$ cat config.mk
export PLATFORM = sky130hd
export DESIGN_NAME = alm_filter_entry
export DESIGN_NICKNAME = d
export VERILOG_FILES = /design/src/logic/alm_pkg.sv /design/src/logic/alm_port_if.sv /design/src/logic/alm_filter_entry.sv /design/src/logic/alm_port_match.sv /design/src/logic/alm_etype_match.sv
export SDC_FILE = /design/constraint.sdc
export NUM_CORES = 1
export LEC_CHECK = 0
export BUFFER_PORTS_ARGS = -buffer_cell sky130_fd_sc_hd__clkbuf_2
export CAP_MARGIN = 20
export CORE_ASPECT_RATIO = 0.5
export CORE_MARGIN = 8
export CORE_UTILIZATION = 40
export CTS_CLUSTER_DIAMETER = 150
export DETAILED_ROUTE_END_ITERATION = 10
export GPL_TIMING_DRIVEN = 0
export PLACE_DENSITY_LB_ADDON = 0.1
export SYNTH_ARGS = -nofsm -noshare
export SYNTH_HDL_FRONTEND = slang
export SYNTH_SLANG_ARGS = --single-unit
$ cat constraint.sdc
create_clock -name pclk -period 3.7 [get_ports pclk]
set_input_delay 0.74 -clock pclk [delete_from_list [all_inputs] [get_ports pclk]]
set_output_delay 0.74 -clock pclk [all_outputs]
set_load 0.05 [all_outputs]
$ cat src/logic/alm_pkg.sv
// constants and types shared by the l4 / ethertype filter entry
package alm_pkg;
    // apb register byte offsets
    localparam logic [4:0] ALM_OFF_CTRL = 5'h00;
    localparam logic [4:0] ALM_OFF_SPORT = 5'h04;
    localparam logic [4:0] ALM_OFF_DPORT = 5'h08;
    localparam logic [4:0] ALM_OFF_FLAGS = 5'h0C;
    localparam logic [4:0] ALM_OFF_ETYPE = 5'h10;
    localparam logic [4:0] ALM_OFF_STAT = 5'h14;
    // control register field positions
    localparam int ALM_CTRL_EN = 0;
    localparam int ALM_CTRL_FT = 1;
    localparam int ALM_CTRL_SP = 3;
    localparam int ALM_CTRL_DP = 5;
    localparam int ALM_CTRL_ET = 7;
    localparam int ALM_CTRL_W = 8;
    // port registers: low bound / exact value low half, high bound high half
    localparam int ALM_HI_LSB = 16;
    // six tcp flags, two bits each: fin syn rst psh ack urg
    localparam int ALM_NFLAG = 6;
    localparam logic [1:0] ALM_FLAG_CLR = 2'h0;
    localparam logic [1:0] ALM_FLAG_SET = 2'h1;
    localparam logic [11:0] ALM_FLAGS_RST = 12'hAAA;
    // smallest legal ethertype value
    localparam logic [15:0] ALM_ETYPE_MIN = 16'h0600;
    localparam logic [15:0] ALM_ETYPE_RST = 16'h0600;
    // status: last hit in bit 0, saturating hit count in upper half
    localparam int ALM_STAT_CNT = 16;
    // port criterion modes
    typedef enum logic [1:0] {ALM_PM_ANY, ALM_PM_EXACT, ALM_PM_RANGE} alm_pmode_t;
    // frame type selector
    typedef enum logic [1:0] {ALM_FT_ANY, ALM_FT_ETYPE, ALM_FT_IP} alm_ftype_t;
endpackage

$ cat src/logic/alm_port_if.sv
// one port criterion: configuration, frame port and verdict
`timescale 1ns/1ps
interface alm_port_if;
    logic [1:0] mode; // criterion mode code
    logic [15:0] lo; // exact value or low bound
    logic [15:0] hi; // high bound
    logic [15:0] port; // port from the frame
    logic ok; // criterion satisfied
    modport match (input mode, input lo, input hi, input port, output ok);
    modport user (output mode, output lo, output hi, output port, input ok);
endinterface

$ cat src/logic/alm_filter_entry.sv
// one filter_entry: apb configuration and l4 / ethertype hit logic
//
// The register addresses and the APB interface to the registers were left to the implementer.
`timescale 1ns/1ps
module alm_filter_entry
    import alm_pkg::*;
(
    input wire logic pclk,
    input wire logic presetn,
    input wire logic psel,
    input wire logic penable,
    input wire logic pwrite,
    input wire logic [31:0] paddr,
    input wire logic [31:0] pwdata,
    output logic [31:0] prdata,
    output logic pready,
    output logic pslverr,
    input wire logic hdr_valid,
    input wire logic hdr_is_ip,
    input wire logic hdr_is_tcp,
    input wire logic hdr_is_udp,
    input wire logic [15:0] hdr_etype,
    input wire logic [15:0] hdr_sport,
    input wire logic [15:0] hdr_dport,
    input wire logic [5:0] hdr_flags,
    output logic hit_valid,
    output logic hit
);
    // configuration state
    logic [ALM_CTRL_W-1:0] ctrl; // enable, frame type, modes
    logic [31:0] sport_cfg; // source exact/low and high
    logic [31:0] dport_cfg; // destination exact/low and high
    logic [11:0] flags_cfg; // two bits per tcp flag
    logic [15:0] etype_cfg; // exact ethertype
    logic [15:0] hit_cnt; // saturating hit count

    // decoded apb phases
    logic wr_go; // write takes effect
    logic rd_go; // read data taken
    logic addr_ok; // address is mapped
    logic [4:0] off; // byte offset within block

    // per-criterion verdicts
    logic is_l4; // tcp or udp frame
    logic ft_ok; // frame type selector satisfied
    logic et_ok; // ethertype criterion satisfied
    logic [ALM_NFLAG-1:0] flag_ok; // each tcp flag satisfied
    logic next_hit; // combined verdict

    alm_port_if sp_if ();
    alm_port_if dp_if ();

    assign off = paddr[4:0];
    assign addr_ok = (paddr[31:5] == 27'h0000000) && (off == ALM_OFF_CTRL ||
        off == ALM_OFF_SPORT || off == ALM_OFF_DPORT || off == ALM_OFF_FLAGS ||
        off == ALM_OFF_ETYPE || off == ALM_OFF_STAT);
    assign wr_go = psel && penable && pwrite && addr_ok;
    assign rd_go = psel && penable && !pwrite;
    // zero wait states, unmapped access flagged
    assign pready = 1'b1;
    assign pslverr = psel && penable && !addr_ok;

    // control register
    always_ff @(posedge pclk or negedge presetn)
    begin
        if (!presetn)
            ctrl <= '0;
        else if (wr_go && off == ALM_OFF_CTRL)
            ctrl <= pwdata[ALM_CTRL_W-1:0];
    end

    // port configuration registers
    always_ff @(posedge pclk or negedge presetn)
    begin
        if (!presetn)
        begin
            sport_cfg <= '0;
            dport_cfg <= '0;
        end
        else if (wr_go)
        begin
            if (off == ALM_OFF_SPORT)
                sport_cfg <= pwdata;
            if (off == ALM_OFF_DPORT)
                dport_cfg <= pwdata;
        end
    end

    // flag settings, reset to any for every flag
    always_ff @(posedge pclk or negedge presetn)
    begin
        if (!presetn)
            flags_cfg <= ALM_FLAGS_RST;
        else if (wr_go && off == ALM_OFF_FLAGS)
            flags_cfg <= pwdata[11:0];
    end

    // ethertype value; a write below the legal floor is dropped
    always_ff @(posedge pclk or negedge presetn)
    begin
        if (!presetn)
            etype_cfg <= ALM_ETYPE_RST;
        else if (wr_go && off == ALM_OFF_ETYPE && pwdata[15:0] >= ALM_ETYPE_MIN)
            etype_cfg <= pwdata[15:0];
    end

    // read data register, zero for unmapped or reserved bits
    always_ff @(posedge pclk or negedge presetn)
    begin
        if (!presetn)
            prdata <= '0;
        else if (psel && !penable && !pwrite)
        begin
            prdata <= '0;
            unique case (off)
                ALM_OFF_CTRL: prdata[ALM_CTRL_W-1:0] <= ctrl;
                ALM_OFF_SPORT: prdata <= sport_cfg;
                ALM_OFF_DPORT: prdata <= dport_cfg;
                ALM_OFF_FLAGS: prdata[11:0] <= flags_cfg;
                ALM_OFF_ETYPE: prdata[15:0] <= etype_cfg;
                ALM_OFF_STAT: prdata <= {hit_cnt, 15'h0000, hit};
                default: prdata <= '0;
            endcase
            if (paddr[31:5] != 27'h0000000)
                prdata <= '0;
        end
    end

    // source port criterion
    assign sp_if.mode = ctrl[ALM_CTRL_SP +: 2];
    assign sp_if.lo = sport_cfg[15:0];
    assign sp_if.hi = sport_cfg[ALM_HI_LSB +: 16];
    assign sp_if.port = hdr_sport;
    alm_port_match u_sp (.pif(sp_if.match));

    // destination port criterion
    assign dp_if.mode = ctrl[ALM_CTRL_DP +: 2];
    assign dp_if.lo = dport_cfg[15:0];
    assign dp_if.hi = dport_cfg[ALM_HI_LSB +: 16];
    assign dp_if.port = hdr_dport;
    alm_port_match u_dp (.pif(dp_if.match));

    // ethertype criterion, live only for ethertype-class entries
    alm_etype_match u_et
    (
        .active(ctrl[ALM_CTRL_FT +: 2] == ALM_FT_ETYPE),
        .exact(ctrl[ALM_CTRL_ET]),
        .value(etype_cfg),
        .etype(hdr_etype),
        .ok(et_ok)
    );

    // per-flag check: a non-any setting needs a tcp frame with that level
    genvar gi;
    generate
        for (gi = 0; gi < ALM_NFLAG; gi++)
        begin : g_flag
            logic [1:0] code; // this flag's setting
            assign code = flags_cfg[2*gi +: 2];
            always_comb
            begin
                if (code == ALM_FLAG_SET)
                    flag_ok[gi] = hdr_is_tcp && hdr_flags[gi];
                else if (code == ALM_FLAG_CLR)
                    flag_ok[gi] = hdr_is_tcp && !hdr_flags[gi];
                else
                    flag_ok[gi] = 1'b1; // any
            end
        end
    endgenerate

    assign is_l4 = hdr_is_tcp || hdr_is_udp;

    // frame type selector
    always_comb
    begin
        unique case (alm_ftype_t'(ctrl[ALM_CTRL_FT +: 2]))
            ALM_FT_ETYPE: ft_ok = !hdr_is_ip;
            ALM_FT_IP: ft_ok = hdr_is_ip;
            ALM_FT_ANY: ft_ok = 1'b1;
            default: ft_ok = 1'b1;
        endcase
    end

    // combined verdict: every criterion at once, ports only on l4 frames
    always_comb
    begin
        next_hit = ctrl[ALM_CTRL_EN] && ft_ok && et_ok && (&flag_ok);
        // only exact and range demand an l4 frame; the spare mode code acts as any
        if (sp_if.mode inside {ALM_PM_EXACT, ALM_PM_RANGE} && !(is_l4 && sp_if.ok))
            next_hit = 1'b0;
        if (dp_if.mode inside {ALM_PM_EXACT, ALM_PM_RANGE} && !(is_l4 && dp_if.ok))
            next_hit = 1'b0;
    end

    // one-cycle result pulse per parsed header
    always_ff @(posedge pclk or negedge presetn)
    begin
        if (!presetn)
            hit_valid <= 1'b0;
        else
            hit_valid <= hdr_valid;
    end

    // hit level holds the last verdict
    always_ff @(posedge pclk or negedge presetn)
    begin
        if (!presetn)
            hit <= 1'b0;
        else if (hdr_valid)
            hit <= next_hit;
    end

    // saturating hit counter for status
    always_ff @(posedge pclk or negedge presetn)
    begin
        if (!presetn)
            hit_cnt <= '0;
        else if (hdr_valid && next_hit && hit_cnt != 16'hFFFF)
            hit_cnt <= hit_cnt + 16'h0001;
    end
endmodule

$ cat src/logic/alm_port_match.sv
// any / exact / range compare of one tcp or udp port
`timescale 1ns/1ps
module alm_port_match
    import alm_pkg::*;
(
    alm_port_if.match pif
);
    // verdict of the selected mode
    always_comb
    begin
        unique case (alm_pmode_t'(pif.mode))
            ALM_PM_EXACT: pif.ok = (pif.port == pif.lo);
            ALM_PM_RANGE: pif.ok = (pif.port >= pif.lo) && (pif.port <= pif.hi);
            ALM_PM_ANY: pif.ok = 1'b1;
            default: pif.ok = 1'b1; // unused code behaves as any
        endcase
    end
endmodule

$ cat src/logic/alm_etype_match.sv
// ethertype criterion, only consulted for ethertype-class entries
`timescale 1ns/1ps
module alm_etype_match
    import alm_pkg::*;
(
    input wire logic active,
    input wire logic exact,
    input wire logic [15:0] value,
    input wire logic [15:0] etype,
    output logic ok
);
    // inactive or any: pass; exact: equality only
    always_comb
    begin
        ok = !active || !exact || (etype == value);
    end
endmodule

==> Word-level counts from Yosys, hierarchy flattened <==
Index checks and enable logic that the tools add are counted.
{ "word_totals": {"register_bits": 150, "in_bits": 127, "out_inout_bits": 36, "elab_cells": 128} }
{ "op_classes": {"add_sub_neg": 1, "magnitude_cmp": 5, "eq_ne": 21, "mux": 22, "reduce_logical": 70} }
{ "op_table": {"columns": ["op", "count"], "rows": [
  ["16-bit equality test", 3],
  ["16-bit one-hot mux with 3 select lines", 1],
  ["8-bit one-hot mux with 6 select lines", 1],
  ["1-bit logical AND", 34],
  ["16-bit greater-or-equal comparator", 2],
  ["16-bit less-or-equal comparator", 2],
  ["32-bit two-way mux", 1],
  ["27-bit zero test", 1],
  ["27-bit nonzero test", 1],
  ["2-bit by 1-bit equality test with 1-bit output (second input constant)", 9],
  ["16-bit by 1-bit adder with 16-bit output (second input constant)", 1],
  ["16-bit by 11-bit greater-or-equal comparator with 1-bit output (second input constant)", 1],
  ["16-bit inequality test (second input constant)", 1],
  ["4-bit one-hot mux with 4 select lines", 1],
  ["1-bit zero test", 14],
  ["1-bit two-way mux", 14],
  ["2-bit zero test", 6],
  ["4-bit one-hot mux with 3 select lines", 1],
  ["5-bit by 4-bit equality test with 1-bit output (second input constant)", 2],
  ["5-bit equality test (second input constant)", 2],
  ["1-bit logical OR", 8],
  ["2-bit equality test (second input constant)", 3],
  ["1-bit one-hot mux with 2 select lines", 3],
  ["6-bit AND reduction", 1],
  ["other kinds (4)", 6]
]} }

==> Logic depth before layout (Yosys ltp) <==
Gate-level depths: netlist (run 1).
{ "depth": {"depth_word": 10, "mapped_depth": 11, "ltp_nobuf": 10} }

==> Cells and area by module <==
From an unflattened synthesis (run 1), not the netlist that was laid out.
{ "unflattened": {"cells_unflattened": 822, "hier_area_um2": 8863.5} }
{ "modules_own_cells": {"columns": ["mod", "n_inst", "cells_per_inst", "area_per_inst_um2", "seq_area_each_um2"], "rows": [
  ["alm_filter_entry", 1, 560, 6959.2, 3763.6],
  ["alm_port_match (u_dp)", 1, 120, 868.3, 0.0],
  ["alm_port_match (u_sp)", 1, 120, 859.6, 0.0],
  ["alm_etype_match", 1, 22, 176.4, 0.0]
]} }

==> Least setup slack after synthesis (run 1) <==
OpenSTA, ideal clock, no wires.
{ "synth_path": {"path_type": "input to register", "startpoint": "input hdr_dport[9]", "endpoint": "register hit_cnt[9]", "setup_ps": 79, "arrival_ps": 3068, "required_ps": 3621, "path_slack_ps": 553, "cell_stages": 10, "cell_sequence": "ha_1 a21oi_1 nor3_1 or4b_1 nor4b_2 o221ai_1 a2111o_1 buf_6 nor2_2 xor2_1"} }
{ "synth_via": {"elab_chain_cells": 9} }
{ "synth_lines": {"columns": ["element", "line_no", "text"], "rows": [
  ["from (decl)", "alm_filter_entry.sv:24", "input wire logic [15:0] hdr_dport,"],
  ["16-bit greater-or-equal comparator / 16-bit less-or-equal comparator (equally long branches)", "alm_port_match.sv:13", "ALM_PM_RANGE: pif.ok = (pif.port >= pif.lo) && (pif.port <= pif.hi);"],
  ["1-bit logical AND", "alm_port_match.sv:13", null],
  ["1-bit one-hot mux with 2 select lines *", "alm_port_match.sv:11", "unique case (alm_pmode_t'(pif.mode))"],
  ["1-bit logical AND *", "alm_filter_entry.sv:192", "if (dp_if.mode inside {ALM_PM_EXACT, ALM_PM_RANGE} && !(is_l4 && dp_if.ok))"],
  ["1-bit zero test *", "alm_filter_entry.sv:192", null],
  ["1-bit logical AND *", "alm_filter_entry.sv:192", null],
  ["1-bit two-way mux *", "alm_filter_entry.sv:192", null],
  ["1-bit logical AND * (2 in series)", "alm_filter_entry.sv:219", "else if (hdr_valid && next_hit && hit_cnt != 16'hFFFF)"],
  ["to (signal assigned)", "alm_filter_entry.sv:220", "hit_cnt <= hit_cnt + 16'h0001;"],
  ["to (decl)", "alm_filter_entry.sv:35", "logic [15:0] hit_cnt;"]
]} }
Mark *: on every way between the ends. The rest lies on a longest branch, timed or not.
A chain may end at the register's enable or synchronous reset.

==> Final worst setup path (run 1) <==
{ "layout_path": {"startpoint": "input hdr_dport[15]", "endpoint": "register hit_cnt[12]"} }
The elaborated chain is that of the path after synthesis.

==> reports/metrics.yaml, run 1 <==
clocking:
  cts.clk_slew.worst_paths_ns: 0.07
  cts_hold_buf: 0
  cts_buffers: 17
  clockBufferDepth: 2
  clock-root-buffer: "clkbuf_16"
  insertion_delay_ns: 0.43
  clkSinkCount: 150
  h-tree-depth: 4
  cts_tree: "yes"
  cts_resized: 0
  post_cts_buffers: 0
worst_setup_path:
  critPathLaunchType: "primary input"
  critPathMaxStageDelay_ns: 0.61
  slowest_stage: "a2111o_1"
  crit_type: "primary input to register"
  crit_required_ns: 4.06
  endpoint_kind: "register"
  crit_cells: 11
  cp_top_family: "simple AND/OR/NAND/NOR gates"
  cp_max_fo: 10
  crit_arrival_ns: 3.67
  rr_worst_depth: 11
  cp_cell_sequence: "clkbuf_2 > ha_1 > nand4_2 > nor3_1 > or4b_1 > nor4b_2 > o221ai_1 > a2111o_1 > buf_6 > nor2_2 > xor2_1"
  path_buf_inv: 2
yosys:
  synth_flop_cell: "dfrtp_1"
  synth_seq_area_share_pct: 44.0
  synth_area_mm2: 0.00856
  syn_avg_cell_area_um2: 11.1
  synth_cell_type_count: 53
  synth-warning-count: 0
  async_reset_ff_share_pct: 100
  synth_seq_cells: 150
  synth_edf_count: 0
  synth_fp_nets: 972
  syn_inst: 774
route:
  viasPerCell: 5.44
  vias: 6750
  drt_wl_total_um: 27100
  ant_nets: 0
  initialDrtViolationCount: 340
  wl_per_cell_um: 21.9
  drc: 0
  drtPass1Iterations: 5
timing:
  final.setup_skew_ns: 0.0101
  slew_viol_final: 0
  min_period_ns: 3.31
  holdWs_ns: 0.299
  hold_viol_final: 0
  min_period_over_period_pct: 89.5
  timing.slew.headroom_pct: 37.1
  finalSetupViolCount: 0
  setup_slack_ns: 0.389
  max_slew.worst_pin.slew_ns: 0.943
  fmax_mhz: 302
  rsz0062_at_grt: "false"
global_routing:
  grt_max_degree: 81
  grt.overflow.total: 0
  antenna_found_initial: 1
  grt_util_all_layers_pct: 20.5
  grt_pass1_vias: 7171
  grt_pass1_wl_um: 41800
floorplan:
  ios: 163
  die_h_um: 119
  fp.dieW_um: 223
  start_util_pct: 41.2
  rows: 37
  dieArea_mm2: 0.0266
  core-area_mm2: 0.0208
finish:
  utilization_pct: 49.9
  layout-drive-gt1-share_pct: 33.0
  fin_nets: 1152
  fin_cells: 1240
  num_antenna_cells: 0
  final_common_cell: "clkbuf_2"
  syn2layout_area_growth_pct: 21.3
  final_cell_mix: "clkbuf_2 (158), dfrtp_1 (142), mux2_2 (102)"
power:
  leakage_uw: 0.00503
  clock_power_share_pct: 49.9
  vdd_drop_max_uv: 243
  p_per_area_mw_per_mm2: 371
  p_switching_uw: 945
  pwr-share-comb_pct: 7.4
  seq_power_share_pct: 42.6
  internal_power_uw: 2900
  switching_share_pct: 24.6
place:
  hpwlAfterDp_um: 21400
  portBuffers: 159
  dp_cells: 1208
  gp_congestion: 0.845
  place_ws_ns: 0.00964
run:
  max-cap-violations: 0
hold_path:
  hp-class: "primary input to async pin"
outcome:
  run_status: "complete, no violations"
==> Yosys cell counts, types with 2 or more instances <==
cell type	n	area [µm²]
dfrtp_1	142	3550
nor4_1	13	81.3
xnor2_1	24	210
nor2b_1	3	18.8
o211ai_1	4	30.0
a2111oi_0	2	17.5
a221o_1	9	90.1
nor2_1	15	56.3
nor3_1	11	55.1
mux2_2	102	1150
clkbuf_1	15	56.3
a21o_1	5	37.5
buf_1	10	37.5
and3_1	10	62.6
a22oi_1	8	60.1
xor2_1	13	114
nand2_1	36	135
inv_1	73	274
and4_1	3	26.3
o22ai_1	16	100
ha_1	71	888
a211oi_1	2	15.0
nand4_1	18	113
a221oi_1	2	17.5
dfstp_2	8	210
a21oi_1	29	145
nand3_1	10	50.1
mux2i_1	29	290
nand2b_1	3	18.8
nor2_2	9	56.3
o21ai_0	26	130
a22o_1	32	280
==> metal layers <==
metal	up-vias	GRT usage, %	part of all wire [%]
li1	3186	-	-
met1	3412	28.5	49
met2	136	32.1	46
met3	16	4.65	4.1
met4	0	4.91	1.0
met5	-	0	0
==> worst reg2reg max path, cell delays in order, from the launching register on <==
cell and delay, ns:
dfrtp_1 0.37, inv_1 0.11, ha_1 0.25, a21oi_1 0.15, nor3_1 0.06, or4b_1 0.52, nor4b_2 0.39, o221ai_1 0.21
a2111o_1 0.61, buf_6 0.23, nor2_2 0.12, xor2_1 0.16
==> through the flow <==
stage | power (µW) | TNS, ns | instance area [µm²]
5_1_grt | 3980 | 0 | 10400
4_1_cts | 3890 | 0 | 10400
2_1_floorplan | 1790 | 0 | 8560
6_report | 3850 | 0 | 10400
3_3_place_gp | 1950 | -121.79 | 9700
3_5_place_dp | 1960 | 0 | 9740
==> layout make-up <==
cell class / instances / area, µm²
Buffer: 28 / 118
Clock buffer: 17 / 425
Clock inverter: 15 / 218
Fill cell: 1919 / 10400
Inverter: 73 / 274
Multi-Input combinational cell: 523 / 4410
Sequential cell: 150 / 3760
Tap cell: 273 / 342
Timing Repair Buffer: 161 / 837
==> power by group through the flow <==
| stage | Combinational, µW | Sequential, µW | Clock (µW) |
|---|---|---|---|
| after floorplan | 112 | 1670 | 0 |
| after CTS | 289 | 1640 | 1960 |
| final | 285 | 1640 | 1920 |
| after global placement | 277 | 1670 | 0 |
| after global routing | 318 | 1640 | 2020 |
| after detailed placement | 288 | 1670 | 0 |
==> logic make-up after synthesis <==
kind of cell / count (synthesis) / share of synthesized area (%)
adder cells (fa/ha/maj): 71 / 10.4
multiplexers: 131 / 16.8
flip-flops: 150 / 44.0
buffers and inverters: 101 / 4.57
other: 1 / 0.0438
AO/OA/AOI/OAI: 142 / 11.5
XOR/XNOR: 37 / 3.79
AND/OR/NAND/NOR: 141 / 8.93
==> final timing paths <==
kind	start	end	slack, ns
max	hdr_dport[15]	hit_cnt[12]	0.39
min	presetn	prdata[8]	0.30
min in group pclk	hit_cnt[15]	hit_cnt[15]	0.49
max in group asynchronous	presetn	flags_cfg[5]	2.59
min reg2reg	hit_cnt[15]	hit_cnt[15]	0.49
max reg2reg	dport_cfg[25]	hit_cnt[12]	0.44
==> registers in the layout, summed over array words and instances (netlist names) <==
register / cells
ctrl: 8
dport_cfg: 32
etype_cfg: 16
flags_cfg: 12
hit: 1
hit_cnt: 16
hit_valid: 1
prdata: 32
sport_cfg: 32
(Power assumes the default switching activity.)
==> inputs of run 2 (changes only) <==
--- a/config.mk
+++ b/config.mk
@@ -7,13 +7,14 @@
 export LEC_CHECK = 0
 export BUFFER_PORTS_ARGS = -buffer_cell sky130_fd_sc_hd__clkbuf_2
 export CAP_MARGIN = 20
-export CORE_ASPECT_RATIO = 0.5
+export CORE_ASPECT_RATIO = 1.75
 export CORE_MARGIN = 8
 export CORE_UTILIZATION = 40
 export CTS_CLUSTER_DIAMETER = 150
 export DETAILED_ROUTE_END_ITERATION = 10
 export GPL_TIMING_DRIVEN = 0
-export PLACE_DENSITY_LB_ADDON = 0.1
+export PLACE_DENSITY_LB_ADDON = 0.15
+export SETUP_SLACK_MARGIN = 0.1
 export SYNTH_ARGS = -nofsm -noshare
 export SYNTH_HDL_FRONTEND = slang
 export SYNTH_SLANG_ARGS = --single-unit
==> run 2 against run 1 <==
Worst hold slack got worse by 0.077 ns. Setup slack worse by 0.034 ns. Combinational power rose by 2%. Non-clock buffer count did not move. Cell count fell by 1.5%. Clock power down 11%. Die area decreased by 0.38%. Maximum frequency decreased by 1.0%. Utilization decreased by 1.5 points. Global-route usage is 0.95 points higher. First-iteration DRC count decreased by 13%. Critical path type is now register to register.
==> reports/metrics.yaml, run 2 (synthesized netlist as in run 1, its figures left out) <==
floorplan:
  ios: 163
  core-area_mm2: 0.0212
  rows: 71
  die_h_um: 210
  start_util_pct: 40.3
  fp.dieW_um: 127
  dieArea_mm2: 0.0265
route:
  route.met3.wl_um: 881
  wl_per_cell_um: 22.7
  initialDrtViolationCount: 296
  drt_wl_total_um: 27700
  drc: 0
  drtPass1Iterations: 5
  wl_met1_um: 10100
  wl_met2_um: 14900
  route.top_layer_used: "met4"
  viasPerCell: 5.45
  ant_nets: 0
  vias: 6663
clocking:
  clock-root-buffer: "clkbuf_16"
  cts_resized: 0
  insertion_delay_ns: 0.44
  clockBufferDepth: 2
  h-tree-depth: 4
  clkSinkCount: 150
  cts_tree: "yes"
  post_cts_buffers: 0
  cts_buffers: 17
  cts_hold_buf: 0
  cts.clk_slew.worst_paths_ns: 0.06
timing:
  fmax_mhz: 299
  hold_viol_final: 0
  min_period_ns: 3.35
  final.setup_skew_ns: 0.00818
  min_period_over_period_pct: 90.4
  timing.slew.headroom_pct: 41.2
  slew_viol_final: 0
  max_slew.worst_pin.slew_ns: 0.882
  setup_slack_ns: 0.355
  rsz0062_at_grt: "false"
  timing.setup.tns_ns: 0
  finalSetupViolCount: 0
worst_setup_path:
  crit_required_ns: 4.06
  endpoint_kind: "register"
  crit_type: "register to register"
  crit_arrival_ns: 3.70
  cp_max_fo: 10
  critPathLaunchType: "register"
global_routing:
  antenna_found_initial: 0
  grt_pass1_vias: 7298
  grt_max_degree: 111
  grt.overflow.total: 0
  grt_pass1_wl_um: 42200
  grt_util_all_layers_pct: 21.4
finish:
  final_cell_area_mm2: 0.0103
  regArea_mm2: 0.00376
  layout-drive-gt1-share_pct: 33.0
  final_cell_mix: "clkbuf_2 (158), dfrtp_1 (142), mux2_2 (102)"
  final_common_cell: "clkbuf_2"
  reg_top3: "dport_cfg: 32 flops, prdata: 32 flops, sport_cfg: 32 flops"
  syn2layout_area_growth_pct: 20.2
  n_fill_cell: 1990
  num_antenna_cells: 0
  multi_input_comb_area_mm2: 0.00441
  fin_cells: 1222
  fin_nets: 1152
power:
  p_per_area_mw_per_mm2: 353
  internal_power_uw: 2690
  clock_power_share_pct: 46.8
  p_switching_uw: 935
  finalPower_uw: 3630
  seq_power_share_pct: 45.2
  switching_share_pct: 25.8
  pwr-share-comb_pct: 8.0
  leakage_uw: 0.00499
  vdd_drop_max_uv: 253
run:
  max-cap-violations: 0
place:
  dp_cells: 1190
  hpwlAfterDp_um: 22800
  portBuffers: 159
  placed_cell_area_mm2: 0.00972
  gp_congestion: 0.866
  place_ws_ns: -0.0211
outcome:
  run_status: "complete, no violations"
hold_path:
  hp-class: "primary input to async pin"
==> run 2: per-stage QoR <==
stage,hold slack [ns],utilization [%]
2_1_floorplan,0.444,-
6_report,0.222,48.5
4_1_cts,0.226,48.5
5_1_grt,0.241,48.5
3_5_place_dp,0.476,45.8
3_3_place_gp,0.472,45.6
==> run 2: path summary, 6_finish.rpt <==
check	start	end	slack (ns)	depth (start not counted)
max	dport_cfg[29]	hit_cnt[7]	0.35	11
min	presetn	dport_cfg[18]	0.22	1
max reg2reg	dport_cfg[29]	hit_cnt[7]	0.35	11
min reg2reg	hit_cnt[6]	hit_cnt[6]	0.49	1
max in group asynchronous	presetn	prdata[6]	2.59	2
min in group pclk	hdr_valid	hit_valid	0.45	1
==> run 2: metal layers <==
metal,vias to the layer above,track usage (%)
met5,-,0
met1,3245,21.4
met3,63,3.99
met4,0,15.0
met2,163,39.0
li1,3192,-
==> run 2: power groups by stage <==
stage	clock (µW)	combinational, µW	sequential [µW]
5_1_grt	1800	324	1640
4_1_cts	1730	296	1640
3_3_place_gp	0	287	1670
6_report	1700	291	1640
2_1_floorplan	0	112	1670
3_5_place_dp	0	295	1670
==> run 2: worst max-delay path, cell delays in order, from the launching register on <==
cell and delay, ns:
dfrtp_1 0.38, inv_1 0.16, ha_1 0.28, nand4_2 0.14, nor3_1 0.07, or4b_1 0.51, nor4b_2 0.39, o221ai_1 0.23
a2111o_1 0.61, buf_6 0.23, nor2_2 0.12, xor2_1 0.15
==> run 2: layout make-up <==
cell class	count	share of cell area, %
timing repair buffer	161	8.14
sequential	150	36.6
inverter	73	2.66
clock inverter	15	1.42
buffer	28	1.14
multi-input combinational	523	42.8
clock buffer	17	4.13
tap	255	3.10
